### src/logic/bit_test_pkg.sv
// constants, field layouts and types shared by the bit test and modify unit
`default_nettype none
package bit_test_pkg;

    // register byte offsets
    localparam logic [7:0] OFS_OPCODE = 8'h00;
    localparam logic [7:0] OFS_IMM = 8'h04;
    localparam logic [7:0] OFS_OFFSET = 8'h08;
    localparam logic [7:0] OFS_BASE = 8'h0C;
    localparam logic [7:0] OFS_LIMIT = 8'h10;
    localparam logic [7:0] OFS_SEG = 8'h14;
    localparam logic [7:0] OFS_GO_STATUS = 8'h18;
    localparam logic [7:0] OFS_RESULT = 8'h1C;
    localparam logic [7:0] OFS_FAULT = 8'h20;
    localparam logic [7:0] OFS_FAULT_CODE = 8'h24;
    localparam logic [7:0] OFS_IRQ_STATUS = 8'h28;
    localparam logic [7:0] OFS_IRQ_CLEAR = 8'h2C;
    localparam logic [7:0] OFS_IRQ_ENABLE = 8'h30;

    // opcode bytes and group reg fields
    localparam logic [7:0] OP_ESCAPE = 8'h0F;
    localparam logic [7:0] OP2_TEST_REG = 8'hA3;
    localparam logic [7:0] OP2_COMPL_REG = 8'hBB;
    localparam logic [7:0] OP2_CLEAR_REG = 8'hB3;
    localparam logic [7:0] OP2_GROUP_IMM = 8'hBA;
    localparam logic [2:0] GRP_TEST = 3'h4;
    localparam logic [2:0] GRP_CLEAR = 3'h6;
    localparam logic [2:0] GRP_COMPL = 3'h7;

    // opcode register fields
    localparam int OPC_FIRST_LSB = 0;
    localparam int OPC_SECOND_LSB = 8;
    localparam int OPC_REGF_LSB = 16;
    localparam int OPC_WIDE_BIT = 24;
    localparam int OPC_MEMBASE_BIT = 25;

    // segment control register fields
    localparam int SEG_MODE_LSB = 0;
    localparam int SEG_STACK_BIT = 2;
    localparam int SEG_NULL_BIT = 3;
    localparam int SEG_WRITABLE_BIT = 4;
    localparam int SEG_ACEN_BIT = 5;
    localparam int SEG_CPL_LSB = 6;
    localparam logic [1:0] MODE_REAL = 2'h0;
    localparam logic [1:0] MODE_PROT = 2'h1;
    localparam logic [1:0] MODE_V86 = 2'h2;
    localparam logic [1:0] CPL_USER = 2'h3;

    // status, fault and interrupt fields
    localparam int ST_BUSY_BIT = 0;
    localparam int ST_CARRY_BIT = 1;
    localparam int FLT_ERRV_BIT = 3;
    localparam int IRQ_DONE_BIT = 0;
    localparam int IRQ_FAULT_BIT = 1;
    localparam int IRQ_W = 2;

    // access sizes less one, in bytes
    localparam logic [32:0] SPAN_WIDE = 33'h000000003;
    localparam logic [32:0] SPAN_NARROW = 33'h000000001;

    typedef enum logic [1:0] {OP_TEST, OP_COMPLEMENT, OP_CLEAR} bit_op_t;
    typedef enum logic [2:0] {
        FAULT_NONE, FAULT_GP, FAULT_SS, FAULT_PF, FAULT_AC, FAULT_UD
    } fault_t;

endpackage : bit_test_pkg
`default_nettype wire

### src/logic/bit_test_modify_unit.sv
// bit test, test-and-complement and test-and-clear execution unit behind AHB-Lite
`timescale 1ns/1ps
`default_nettype none
module bit_test_modify_unit (
    input wire logic core_clk,
    input wire logic rst_n,
    input wire logic hsel,
    input wire logic [31:0] haddr,
    input wire logic [1:0] htrans,
    input wire logic hwrite,
    input wire logic [2:0] hsize,
    input wire logic [31:0] hwdata,
    input wire logic hready,
    output logic [31:0] hrdata,
    output logic hreadyout,
    output logic hresp,
    output logic mem_req,
    output logic mem_we,
    output logic mem_wide,
    output logic [31:0] mem_addr,
    output logic [31:0] mem_wdata,
    input wire logic mem_ack,
    input wire logic [31:0] mem_rdata,
    input wire logic mem_page_fault,
    input wire logic [31:0] mem_fault_code,
    output logic irq
);
    import bit_test_pkg::*;

    typedef enum logic [2:0] {ST_IDLE, ST_CHECK, ST_READ, ST_WRITE, ST_FINISH} state_t;

    function automatic logic [31:0] apply_op(input logic [31:0] w, input logic [4:0] i,
                                             input bit_op_t op);
        logic [31:0] r;
        r = w;
        case (op)
            OP_COMPLEMENT: r[i] = ~w[i];
            OP_CLEAR: r[i] = 1'b0;
            default: r = w;
        endcase
        return r;
    endfunction : apply_op

    function automatic logic pick_bit(input logic [31:0] w, input logic [4:0] i);
        return w[i];
    endfunction : pick_bit

    ////////////////////////////////////////////////////////////////////////////
    // reset release
    logic [1:0] rst_sync_reg;
    logic rst_n_int;

    always_ff @(posedge core_clk or negedge rst_n) begin
        if (!rst_n) begin
            rst_sync_reg <= 2'b00;
        end else begin
            rst_sync_reg <= {rst_sync_reg[0], 1'b1};
        end
    end
    assign rst_n_int = rst_sync_reg[1];

    ////////////////////////////////////////////////////////////////////////////
    // declarations
    state_t state_reg;
    logic [31:0] opcode_reg;
    logic [7:0] imm_reg;
    logic [31:0] offset_reg;
    logic [31:0] base_reg;
    logic [31:0] limit_reg;
    logic [7:0] seg_reg;
    logic [31:0] result_reg;
    logic carry_reg;
    logic old_bit_reg;
    fault_t fault_reg;
    logic err_valid_reg;
    logic [31:0] fault_code_reg;
    logic [IRQ_W-1:0] irq_status_reg;
    logic [IRQ_W-1:0] irq_enable_reg;
    logic [IRQ_W-1:0] irq_event;
    logic wr_pend_reg;
    logic [7:0] wr_addr_reg;
    logic [31:0] rd_mux;
    logic busy;
    logic go_write;
    logic irq_clr_write;

    ////////////////////////////////////////////////////////////////////////////
    // decode
    logic [7:0] op_first;
    logic [7:0] op_second;
    logic [2:0] op_regf;
    logic wide;
    logic mem_base;
    logic is_imm;
    logic legal;
    bit_op_t op_kind;
    logic [4:0] bit_idx;
    logic [31:0] disp;
    logic [31:0] byte_disp;
    logic [31:0] eff_addr;
    logic [32:0] last_byte;
    logic [1:0] mode;
    logic real_mode;
    logic prot_mode;
    logic misaligned;
    fault_t check_fault;

    assign op_first = opcode_reg[OPC_FIRST_LSB +: 8];
    assign op_second = opcode_reg[OPC_SECOND_LSB +: 8];
    assign op_regf = opcode_reg[OPC_REGF_LSB +: 3];
    assign wide = opcode_reg[OPC_WIDE_BIT];
    assign mem_base = opcode_reg[OPC_MEMBASE_BIT];
    assign is_imm = (op_second == OP2_GROUP_IMM);

    always_comb begin
        legal = 1'b0;
        op_kind = OP_TEST;
        if (op_first == OP_ESCAPE) begin
            case (op_second)
                OP2_TEST_REG: begin
                    legal = 1'b1;
                    op_kind = OP_TEST;
                end
                OP2_COMPL_REG: begin
                    legal = 1'b1;
                    op_kind = OP_COMPLEMENT;
                end
                OP2_CLEAR_REG: begin
                    legal = 1'b1;
                    op_kind = OP_CLEAR;
                end
                OP2_GROUP_IMM: begin
                    case (op_regf)
                        GRP_TEST: begin
                            legal = 1'b1;
                            op_kind = OP_TEST;
                        end
                        GRP_COMPL: begin
                            legal = 1'b1;
                            op_kind = OP_COMPLEMENT;
                        end
                        GRP_CLEAR: begin
                            legal = 1'b1;
                            op_kind = OP_CLEAR;
                        end
                        default: legal = 1'b0;
                    endcase
                end
                default: legal = 1'b0;
            endcase
        end
    end

    // higher immediate bits are dropped silently
    always_comb begin
        if (is_imm) begin
            bit_idx = wide ? imm_reg[4:0] : {2'b00, imm_reg[2:0]};
        end else begin
            bit_idx = wide ? offset_reg[4:0] : {1'b0, offset_reg[3:0]};
        end
    end

    // signed byte displacement, then rounded down to the access word
    assign byte_disp = 32'($signed(offset_reg) >>> 3);
    always_comb begin
        if (is_imm) begin
            disp = 32'h00000000;
        end else if (wide) begin
            disp = {byte_disp[31:2], 2'b00};
        end else begin
            disp = {byte_disp[31:1], 1'b0};
        end
    end
    assign eff_addr = base_reg + disp;
    assign last_byte = {1'b0, eff_addr} + (wide ? SPAN_WIDE : SPAN_NARROW);

    assign mode = seg_reg[SEG_MODE_LSB +: 2];
    assign real_mode = (mode == MODE_REAL);
    assign prot_mode = (mode == MODE_PROT);
    assign misaligned = wide ? (eff_addr[1:0] != 2'b00) : eff_addr[0];

    // segment faults first, then alignment; paging shows during the access
    always_comb begin
        check_fault = FAULT_NONE;
        if (prot_mode && seg_reg[SEG_NULL_BIT] && !seg_reg[SEG_STACK_BIT]) begin
            check_fault = FAULT_GP;
        end else if (last_byte > {1'b0, limit_reg}) begin
            if (seg_reg[SEG_STACK_BIT]) begin
                check_fault = FAULT_SS;
            end else begin
                check_fault = FAULT_GP;
            end
        end else if (prot_mode && op_kind != OP_TEST && !seg_reg[SEG_WRITABLE_BIT]) begin
            check_fault = FAULT_GP;
        end else if (!real_mode && seg_reg[SEG_ACEN_BIT] &&
                     seg_reg[SEG_CPL_LSB +: 2] == CPL_USER && misaligned) begin
            check_fault = FAULT_AC;
        end
    end

    assign busy = (state_reg != ST_IDLE);

    ////////////////////////////////////////////////////////////////////////////
    // AHB-Lite slave, zero wait states
    always_ff @(posedge core_clk or negedge rst_n_int) begin
        if (!rst_n_int) begin
            wr_pend_reg <= 1'b0;
            wr_addr_reg <= 8'h00;
            hrdata <= 32'h00000000;
            hreadyout <= 1'b0;
            hresp <= 1'b0;
        end else begin
            hreadyout <= 1'b1;
            hresp <= 1'b0;
            wr_pend_reg <= hsel && htrans[1] && hready && hwrite;
            wr_addr_reg <= haddr[7:0];
            if (hsel && htrans[1] && hready && !hwrite) begin
                hrdata <= rd_mux;
            end
        end
    end

    // only the low byte of the address decodes; the map aliases above it
    always_comb begin
        case (haddr[7:0])
            OFS_OPCODE: rd_mux = opcode_reg;
            OFS_IMM: rd_mux = {24'h000000, imm_reg};
            OFS_OFFSET: rd_mux = offset_reg;
            OFS_BASE: rd_mux = base_reg;
            OFS_LIMIT: rd_mux = limit_reg;
            OFS_SEG: rd_mux = {24'h000000, seg_reg};
            OFS_GO_STATUS: rd_mux = {30'h00000000, carry_reg, busy};
            OFS_RESULT: rd_mux = result_reg;
            OFS_FAULT: rd_mux = {28'h0000000, err_valid_reg, fault_reg};
            OFS_FAULT_CODE: rd_mux = fault_code_reg;
            OFS_IRQ_STATUS: rd_mux = {30'h00000000, irq_status_reg};
            OFS_IRQ_ENABLE: rd_mux = {30'h00000000, irq_enable_reg};
            default: rd_mux = 32'h00000000;
        endcase
    end

    assign go_write = wr_pend_reg && (wr_addr_reg == OFS_GO_STATUS) && hwdata[0];
    assign irq_clr_write = wr_pend_reg && (wr_addr_reg == OFS_IRQ_CLEAR);

    ////////////////////////////////////////////////////////////////////////////
    // operand registers, frozen while an operation runs; the interrupt enable stays writable
    always_ff @(posedge core_clk or negedge rst_n_int) begin
        if (!rst_n_int) begin
            opcode_reg <= 32'h00000000;
            imm_reg <= 8'h00;
            offset_reg <= 32'h00000000;
            base_reg <= 32'h00000000;
            limit_reg <= 32'h00000000;
            seg_reg <= 8'h00;
            irq_enable_reg <= '0;
        end else begin
            if (wr_pend_reg && wr_addr_reg == OFS_IRQ_ENABLE) begin
                irq_enable_reg <= hwdata[IRQ_W-1:0];
            end
            if (wr_pend_reg && !busy) begin
                case (wr_addr_reg)
                    OFS_OPCODE: opcode_reg <= hwdata;
                    OFS_IMM: imm_reg <= hwdata[7:0];
                    OFS_OFFSET: offset_reg <= hwdata;
                    OFS_BASE: base_reg <= hwdata;
                    OFS_LIMIT: limit_reg <= hwdata;
                    OFS_SEG: seg_reg <= hwdata[7:0];
                    default: opcode_reg <= opcode_reg;
                endcase
            end
        end
    end

    ////////////////////////////////////////////////////////////////////////////
    // sequencer and datapath
    always_ff @(posedge core_clk or negedge rst_n_int) begin
        if (!rst_n_int) begin
            state_reg <= ST_IDLE;
            result_reg <= 32'h00000000;
            carry_reg <= 1'b0;
            old_bit_reg <= 1'b0;
            fault_reg <= FAULT_NONE;
            err_valid_reg <= 1'b0;
            fault_code_reg <= 32'h00000000;
            mem_req <= 1'b0;
            mem_we <= 1'b0;
            mem_wide <= 1'b0;
            mem_addr <= 32'h00000000;
            mem_wdata <= 32'h00000000;
            irq_event <= '0;
        end else begin
            irq_event <= '0;
            case (state_reg)
                ST_IDLE: begin
                    if (go_write) begin
                        state_reg <= ST_CHECK;
                        fault_reg <= FAULT_NONE;
                        err_valid_reg <= 1'b0;
                        fault_code_reg <= 32'h00000000;
                    end
                end
                ST_CHECK: begin
                    if (!legal) begin
                        fault_reg <= FAULT_UD;
                        state_reg <= ST_FINISH;
                    end else if (!mem_base) begin
                        // flags other than carry are never driven here
                        carry_reg <= pick_bit(base_reg, bit_idx);
                        result_reg <= apply_op(base_reg, bit_idx, op_kind);
                        state_reg <= ST_FINISH;
                    end else if (check_fault != FAULT_NONE) begin
                        fault_reg <= check_fault;
                        err_valid_reg <= !real_mode;
                        state_reg <= ST_FINISH;
                    end else begin
                        // a whole word is read even if one byte would do
                        mem_req <= 1'b1;
                        mem_we <= 1'b0;
                        mem_wide <= wide;
                        mem_addr <= eff_addr;
                        state_reg <= ST_READ;
                    end
                end
                ST_READ: begin
                    if (mem_ack) begin
                        mem_req <= 1'b0;
                        if (mem_page_fault && !real_mode) begin
                            fault_reg <= FAULT_PF;
                            err_valid_reg <= 1'b1;
                            fault_code_reg <= mem_fault_code;
                            state_reg <= ST_FINISH;
                        end else if (op_kind == OP_TEST) begin
                            carry_reg <= pick_bit(mem_rdata, bit_idx);
                            state_reg <= ST_FINISH;
                        end else begin
                            old_bit_reg <= pick_bit(mem_rdata, bit_idx);
                            mem_wdata <= apply_op(mem_rdata, bit_idx, op_kind);
                            mem_we <= 1'b1;
                            mem_req <= 1'b1;
                            state_reg <= ST_WRITE;
                        end
                    end
                end
                ST_WRITE: begin
                    if (mem_ack) begin
                        mem_req <= 1'b0;
                        mem_we <= 1'b0;
                        if (mem_page_fault && !real_mode) begin
                            fault_reg <= FAULT_PF;
                            err_valid_reg <= 1'b1;
                            fault_code_reg <= mem_fault_code;
                        end else begin
                            // carry commits only once the write has landed
                            carry_reg <= old_bit_reg;
                        end
                        state_reg <= ST_FINISH;
                    end
                end
                ST_FINISH: begin
                    irq_event[IRQ_DONE_BIT] <= 1'b1;
                    irq_event[IRQ_FAULT_BIT] <= (fault_reg != FAULT_NONE);
                    state_reg <= ST_IDLE;
                end
                default: state_reg <= ST_IDLE;
            endcase
        end
    end

    ////////////////////////////////////////////////////////////////////////////
    // interrupts; a new event beats a clear in the same cycle
    always_ff @(posedge core_clk or negedge rst_n_int) begin
        if (!rst_n_int) begin
            irq_status_reg <= '0;
            irq <= 1'b0;
        end else begin
            irq_status_reg <= (irq_status_reg & ~(irq_clr_write ? hwdata[IRQ_W-1:0] : '0))
                              | irq_event;
            irq <= |(irq_status_reg & irq_enable_reg);
        end
    end

endmodule : bit_test_modify_unit
`default_nettype wire

### config.mk
export PLATFORM = sky130hd
export DESIGN_NAME = bit_test_modify_unit
export DESIGN_NICKNAME = d
export VERILOG_FILES = /design/src/logic/bit_test_pkg.sv /design/src/logic/bit_test_modify_unit.sv
export SDC_FILE = /design/constraint.sdc
export NUM_CORES = 1
export LEC_CHECK = 0
export BUFFER_PORTS_ARGS = -buffer_cell sky130_fd_sc_hd__buf_2
export CAP_MARGIN = 20
export CORE_MARGIN = 2
export CORE_UTILIZATION = 40
export DETAILED_ROUTE_END_ITERATION = 6
export GPL_ROUTABILITY_DRIVEN = 0
export SLEW_MARGIN = 20
export SYNTH_ARGS = -nofsm -noshare
export SYNTH_HDL_FRONTEND = slang
export SYNTH_SLANG_ARGS = --single-unit
### constraint.sdc
create_clock -name core_clk -period 11.7 [get_ports core_clk]
set_clock_uncertainty 0.2 [all_clocks]
set_input_delay 1.755 -clock core_clk [delete_from_list [all_inputs] [get_ports core_clk]]
set_output_delay 1.755 -clock core_clk [all_outputs]
set_load 0.02 [all_outputs]
# Word level (Yosys, flattened, before mapping)
# Index checks and enable logic that the tools add are counted.
word_totals:
  reg_bits: 335
  in_bits: 140
classes:
  magnitude_cmp: 3
  eq_ne: 51
  n_mux: 81
  n_reduce_logical: 56
  bitwise_logic: 13
  n_addsub: 2
ops:
  columns: ["op", "n"]
  rows:
  - ["32-bit case mux with 12 select lines", 1]
  - ["32-bit case mux with 2 select lines", 3]
  - ["32-bit 2-to-1 mux", 4]
  - ["32-bit bitwise AND", 2]
  - ["32-bit bitwise mux", 2]
  - ["8-bit by 5-bit == test with 1-bit output (second input constant)", 7]
  - ["3-bit 2-to-1 mux", 18]
  - ["8-bit by 6-bit == test with 1-bit output (second input constant)", 6]
  - ["8-bit by 4-bit == test with 1-bit output (second input constant)", 5]
  - ["32-bit by 2-bit adder with 33-bit output", 1]
  - ["33-bit by 32-bit > comparator with 1-bit output", 1]
  - ["32-bit adder", 1]
  - ["8-bit == test (second input constant)", 4]
  - ["1-bit 2-to-1 mux", 32]
  - ["32-bit NOT", 1]
  - ["2-bit inequality test (second input constant)", 12]
  - ["1-bit logical AND", 18]
  - ["8-bit by 3-bit == test with 1-bit output (second input constant)", 2]
  - ["8-bit logical NOT", 2]
  - ["8-bit AND reduction", 2]
  - ["5-bit 2-to-1 mux", 3]
  - ["3-bit nonzero test", 5]
  - ["3-bit == test (second input constant)", 4]
  - ["2-bit 2-to-1 mux", 6]
  - ["31 further kinds", 64]

# Longest topological paths before layout
logic_depth:
  depth_word: 15
  mapped_depth: 30
  mapped_depth_nobuf: 26

# Worst setup path after synthesis
# OpenSTA, ideal clock, no wires.
synth_path:
  path_kind: "register to register"
  start: "register opcode_reg[14]"
  end: "register mem_addr[10]"
  required_time_ps: 11375
  path_stages_with_launch: 30
  period_less_slack_ps: 7292
  path_slack_ps: 4408
  path_buffers: 5
  setup_time_ps: 125
  arrival_time_ps: 6967
  path_cell_list: "dfrtp_1 > and4bb_2 > nand3_2 > buf_2 > clkbuf_1 > clkbuf_1 > and2_1 > ha_1 > buf_4 > a21oi_4 > o22ai_2 > a32o_1 > o31a_1 > or4b_4 > a2111oi_2 > and3b_1 > and2_1 > nand3_1 > xnor2_1 > ha_1 > a21o_1 > a21o_1 > a21oi_1 > o211ai_1 > a221oi_1 > o21a_1 > o21ai_0 > a2111oi_4 > buf_6 > mux2_4"
synth_between:
  elab_chain_len: 13
synth_lines:
  columns: ["item", "line_no", "text"]
  rows:
  - ["start, declared", "bit_test_modify_unit.sv:65", "logic [31:0] opcode_reg;"]
  - ["start signal, assigned", "bit_test_modify_unit.sv:262", "OFS_OPCODE: opcode_reg <= hwdata;"]
  - ["start signal, assigned", "bit_test_modify_unit.sv:268", "default: opcode_reg <= opcode_reg;"]
  - ["parallel branches: the longest is 13 deep, another holds 32-bit by 2-bit adder with 33-bit output", null, null]
  - ["end signal, assigned", "bit_test_modify_unit.sv:320", "mem_addr <= eff_addr;"]
  - ["end, declared", "bit_test_modify_unit.sv:20", "output logic [31:0] mem_addr,"]
# Parallel ways; which one is timed is not known.
# A chain may end at the register's enable or synchronous reset.

# Final worst setup path
layout_path:
  start: "register opcode_reg[14]"
  end: "register mem_addr[0]"
# The elaborated chain is that of the path after synthesis.

==> summary.txt <==
Synth
  – Avg Inst Size Synth: 9.814 µm²
  – Gate Count Post-Synth: 1988
  – Post-synth EDFFs: 0
  – Synth cell types: 87
  – Synth area leader: dfrtp_1
  – Synth warn: 0
  – Largest cells by area after synthesis: dfrtp_1 (43%), mux2_2 (9.1%), nand2_1 (4.6%)
  – Synth top area share: 42.97%
  – Most used DFF post-synth: dfrtp_1
  – Seq cells post-synth: 335
  – Synth async-reset ratio: 100.0%
  – Post-Syn Area: 19510 µm²
  – Sequential area share after synthesis: 42.97%

Run
  – MaxCap Viol Count: 0

Pwr
  – Static Leakage: 10.05 nW
  – Pwr dens: 129.4 nW/µm²
  – Clk pwr share: 43.0%
  – Combinational power share: 14.4%
  – P_sw: 0.8106 mW
  – Sw Share: 28.00%
  – P_int: 2.084 mW
  – Power share of the sequential group: 42.7%
  – Peak VDD IR: 0.1062 mV

Global routing
  – Largest net degree at the start of global routing: 77
  – Total gr overflow: 0
  – Vias in the first global route: 16480
  – First-pass GRT wire length: 105.0 mm
  – Initial antenna violation count: 8
  – Overall routing resource usage: 27.68%

Worst setup path
  – Crit path kind: reg2reg
  – Worst EP arrival: 9.20 ns
  – R2R Path End: mem_addr[0]
  – Reg2reg setup slack: 2.76 ns
  – Slowest cell delay on critical path: 0.79 ns
  – Critical path data required time: 11.95 ns
  – R2R cell count: 25
  – CP max FO: 42
  – Startpoint Class: flip-flop
  – Endpoint class of the critical path: flip-flop
  – Worst setup startpoint: opcode_reg[14]
  – CP max stage cell: nor4b_1
  – Reg-to-Reg Start: opcode_reg[14]

Floorplanning
  – Initial core utilization: 40.69%
  – # IOs: 242
  – Core area: 47950 µm²
  – Die X: 224.9 µm
  – Row cnt: 80
  – Die area: 50560 µm²
  – Die Height: 224.9 µm

Worst hold path
  – Min-Delay Path Depth: 0
  – Hold Startpoint: rst_sync_reg[0]
  – Worst min-delay path class: reg2reg
  – Hold endpoint: rst_sync_reg[1]

Timing
  – Period utilization: 76.44%
  – Setup TNS: 0 ns
  – Final setup vio count: 0
  – Slew HR: 25.56%
  – Min Hold Slack: 0.1471 ns
  – Fin. Hold Viols: 0
  – Final min period: 8.943 ns
  – Worst Max-Slew Pin Slew: 1.114 ns
  – Highest clock rate: 111.8 MHz
  – RSZ-0062 raised after global routing: false
  – Pins over their slew limit: 0

Cells and area
  – Most frequent cells in the layout: dfrtp_1 (334), nand2_1 (237), buf_2 (212)
  – Area delta synth->final: 14.68%
  – Share of layout cells above drive strength 1: 24.12%
  – # nets final: 2348
  – Most common cell after layout, fill and taps aside: dfrtp_1

Drt
  – Via count: 17160
  – Drt initial violations: 1927
  – First-pass detailed-route iteration total: 6
  – DRT Wirelength: 70.28 mm
  – Final ANT Viol Nets: 0
  – Routed length per placed instance: 25.20 µm
  – Via density: 6.152
  – DR DRC count: 0

Clocking
  – Clock buffer depth: 3
  – Post-CTS Setup Inserts: 0
  – Worst skew pair latency: 0.58 ns
  – Root Driver: clkbuf_16
  – H-tree Lvls: 2
  – Sink Count: 335
  – Hold_buf cts: 0
  – Post-CTS sizing: 0
  – Clk slew on worst S/H paths: 0.06 ns
  – CTS tree: done
  – Cts bufs inserted: 38

Placed design
  – Port Buf Inserts: 212
  – DP HPWL: 52.94 mm

Status
  – Status: finished clean
-- layer usage --
layer	wire length (µm)	GRT usage (%)	up-vias
li1	-	-	7691
met5	34	0	-
met2	30120	41.07	801
met4	3507	12.88	6
met1	30800	38.87	8499
met3	5822	5.460	160
-- worst max-delay path by stage --
stage	depth (start not counted)	slack (ns)	endpoint
6_report	25	2.76	mem_addr[0]
5_1_grt	25	2.19	mem_addr[1]
4_1_cts	25	2.87	mem_addr[0]
3_5_place_dp	25	2.92	mem_addr[2]
3_3_place_gp	25	3.03	mem_addr[0]
2_1_floorplan	0	1.47	base_reg[0]
-- cell type report --
| class | count | area (µm²) |
|---|---|---|
| clock inverter | 11 | 201.4 |
| antenna | 6 | 15.01 |
| tap | 615 | 769.5 |
| sequential | 335 | 8387 |
| fill | 4510 | 25570 |
| timing repair buffer | 235 | 1234 |
| multi-input combinational | 1460 | 10410 |
| clock buffer | 56 | 1089 |
| inverter | 71 | 266.5 |
-- metrics by stage --
stage | instances | worst slack (ns) | power [mW] | instance area, µm² | util, %
final | 2789 | 2.757 | 2.895 | 22370 | 46.66
after global routing | 2783 | 2.188 | 2.999 | 22360 | 46.63
after CTS | 2783 | 2.870 | 2.907 | 22350 | 46.62
after detailed placement | 2716 | 2.923 | 1.661 | 21060 | 43.93
after global placement | 2716 | 3.032 | 1.651 | 21060 | 43.93
after floorplan | 1989 | 1.472 | 1.515 | 19510 | -
-- power by group through the flow --
stage | Combinational (mW) | Sequential [mW] | Clock, mW
after global placement | 0.399 | 1.25 | 0
after floorplan | 0.270 | 1.24 | 0
final | 0.416 | 1.24 | 1.24
after CTS | 0.410 | 1.23 | 1.26
after global routing | 0.455 | 1.24 | 1.31
after detailed placement | 0.408 | 1.25 | 0
-- cells by family after synthesis --
group / share of synthesized area [%]
xor+xnor: 1.975
compound gates: 21.47
flops: 42.97
other cells: 0.03849
simple gates: 14.07
mux: 11.04
fa+ha+maj: 4.335
buf+inv: 4.104
-- critical path: cells and delay by family, from the launching register on --
kind / cells / cell delay (ns)
AND/OR/NAND/NOR: 8 / 3.20
AO/OA/AOI/OAI: 11 / 2.81
XOR/XNOR: 2 / 0.61
adder cells (fa/ha/maj): 2 / 0.59
buffers and inverters: 1 / 0.54
multiplexers: 1 / 0.40
flip-flops: 1 / 0.39
-- Yosys cell counts (all sizes together), types with 6 or more instances --
| cell | count |
|---|---|
| xor2 | 13 |
| o21bai | 24 |
| clkbuf | 85 |
| o21a | 11 |
| a32oi | 17 |
| and2 | 43 |
| or4 | 7 |
| nand2 | 238 |
| a31oi | 14 |
| a211oi | 10 |
| dfrtp | 335 |
| mux2 | 176 |
| o31a | 6 |
| and4 | 8 |
| a21oi | 82 |
| nor3 | 20 |
| o22ai | 15 |
| xnor2 | 31 |
| or3 | 8 |
| nor4 | 8 |
| ha | 66 |
| a221oi | 65 |
| nand3b | 7 |
| nand2b | 10 |
| nand4 | 18 |
| a22o | 25 |
| nand3 | 47 |
| o21ai | 145 |
| buf | 38 |
| nor2 | 85 |
| a21o | 28 |
| inv | 71 |
| mux2i | 10 |
| or2 | 13 |
| o211ai | 17 |
| nor2b | 8 |
| and3 | 24 |
| a22oi | 98 |
| nor3b | 7 |
Power figures use the tool's default switching activity.
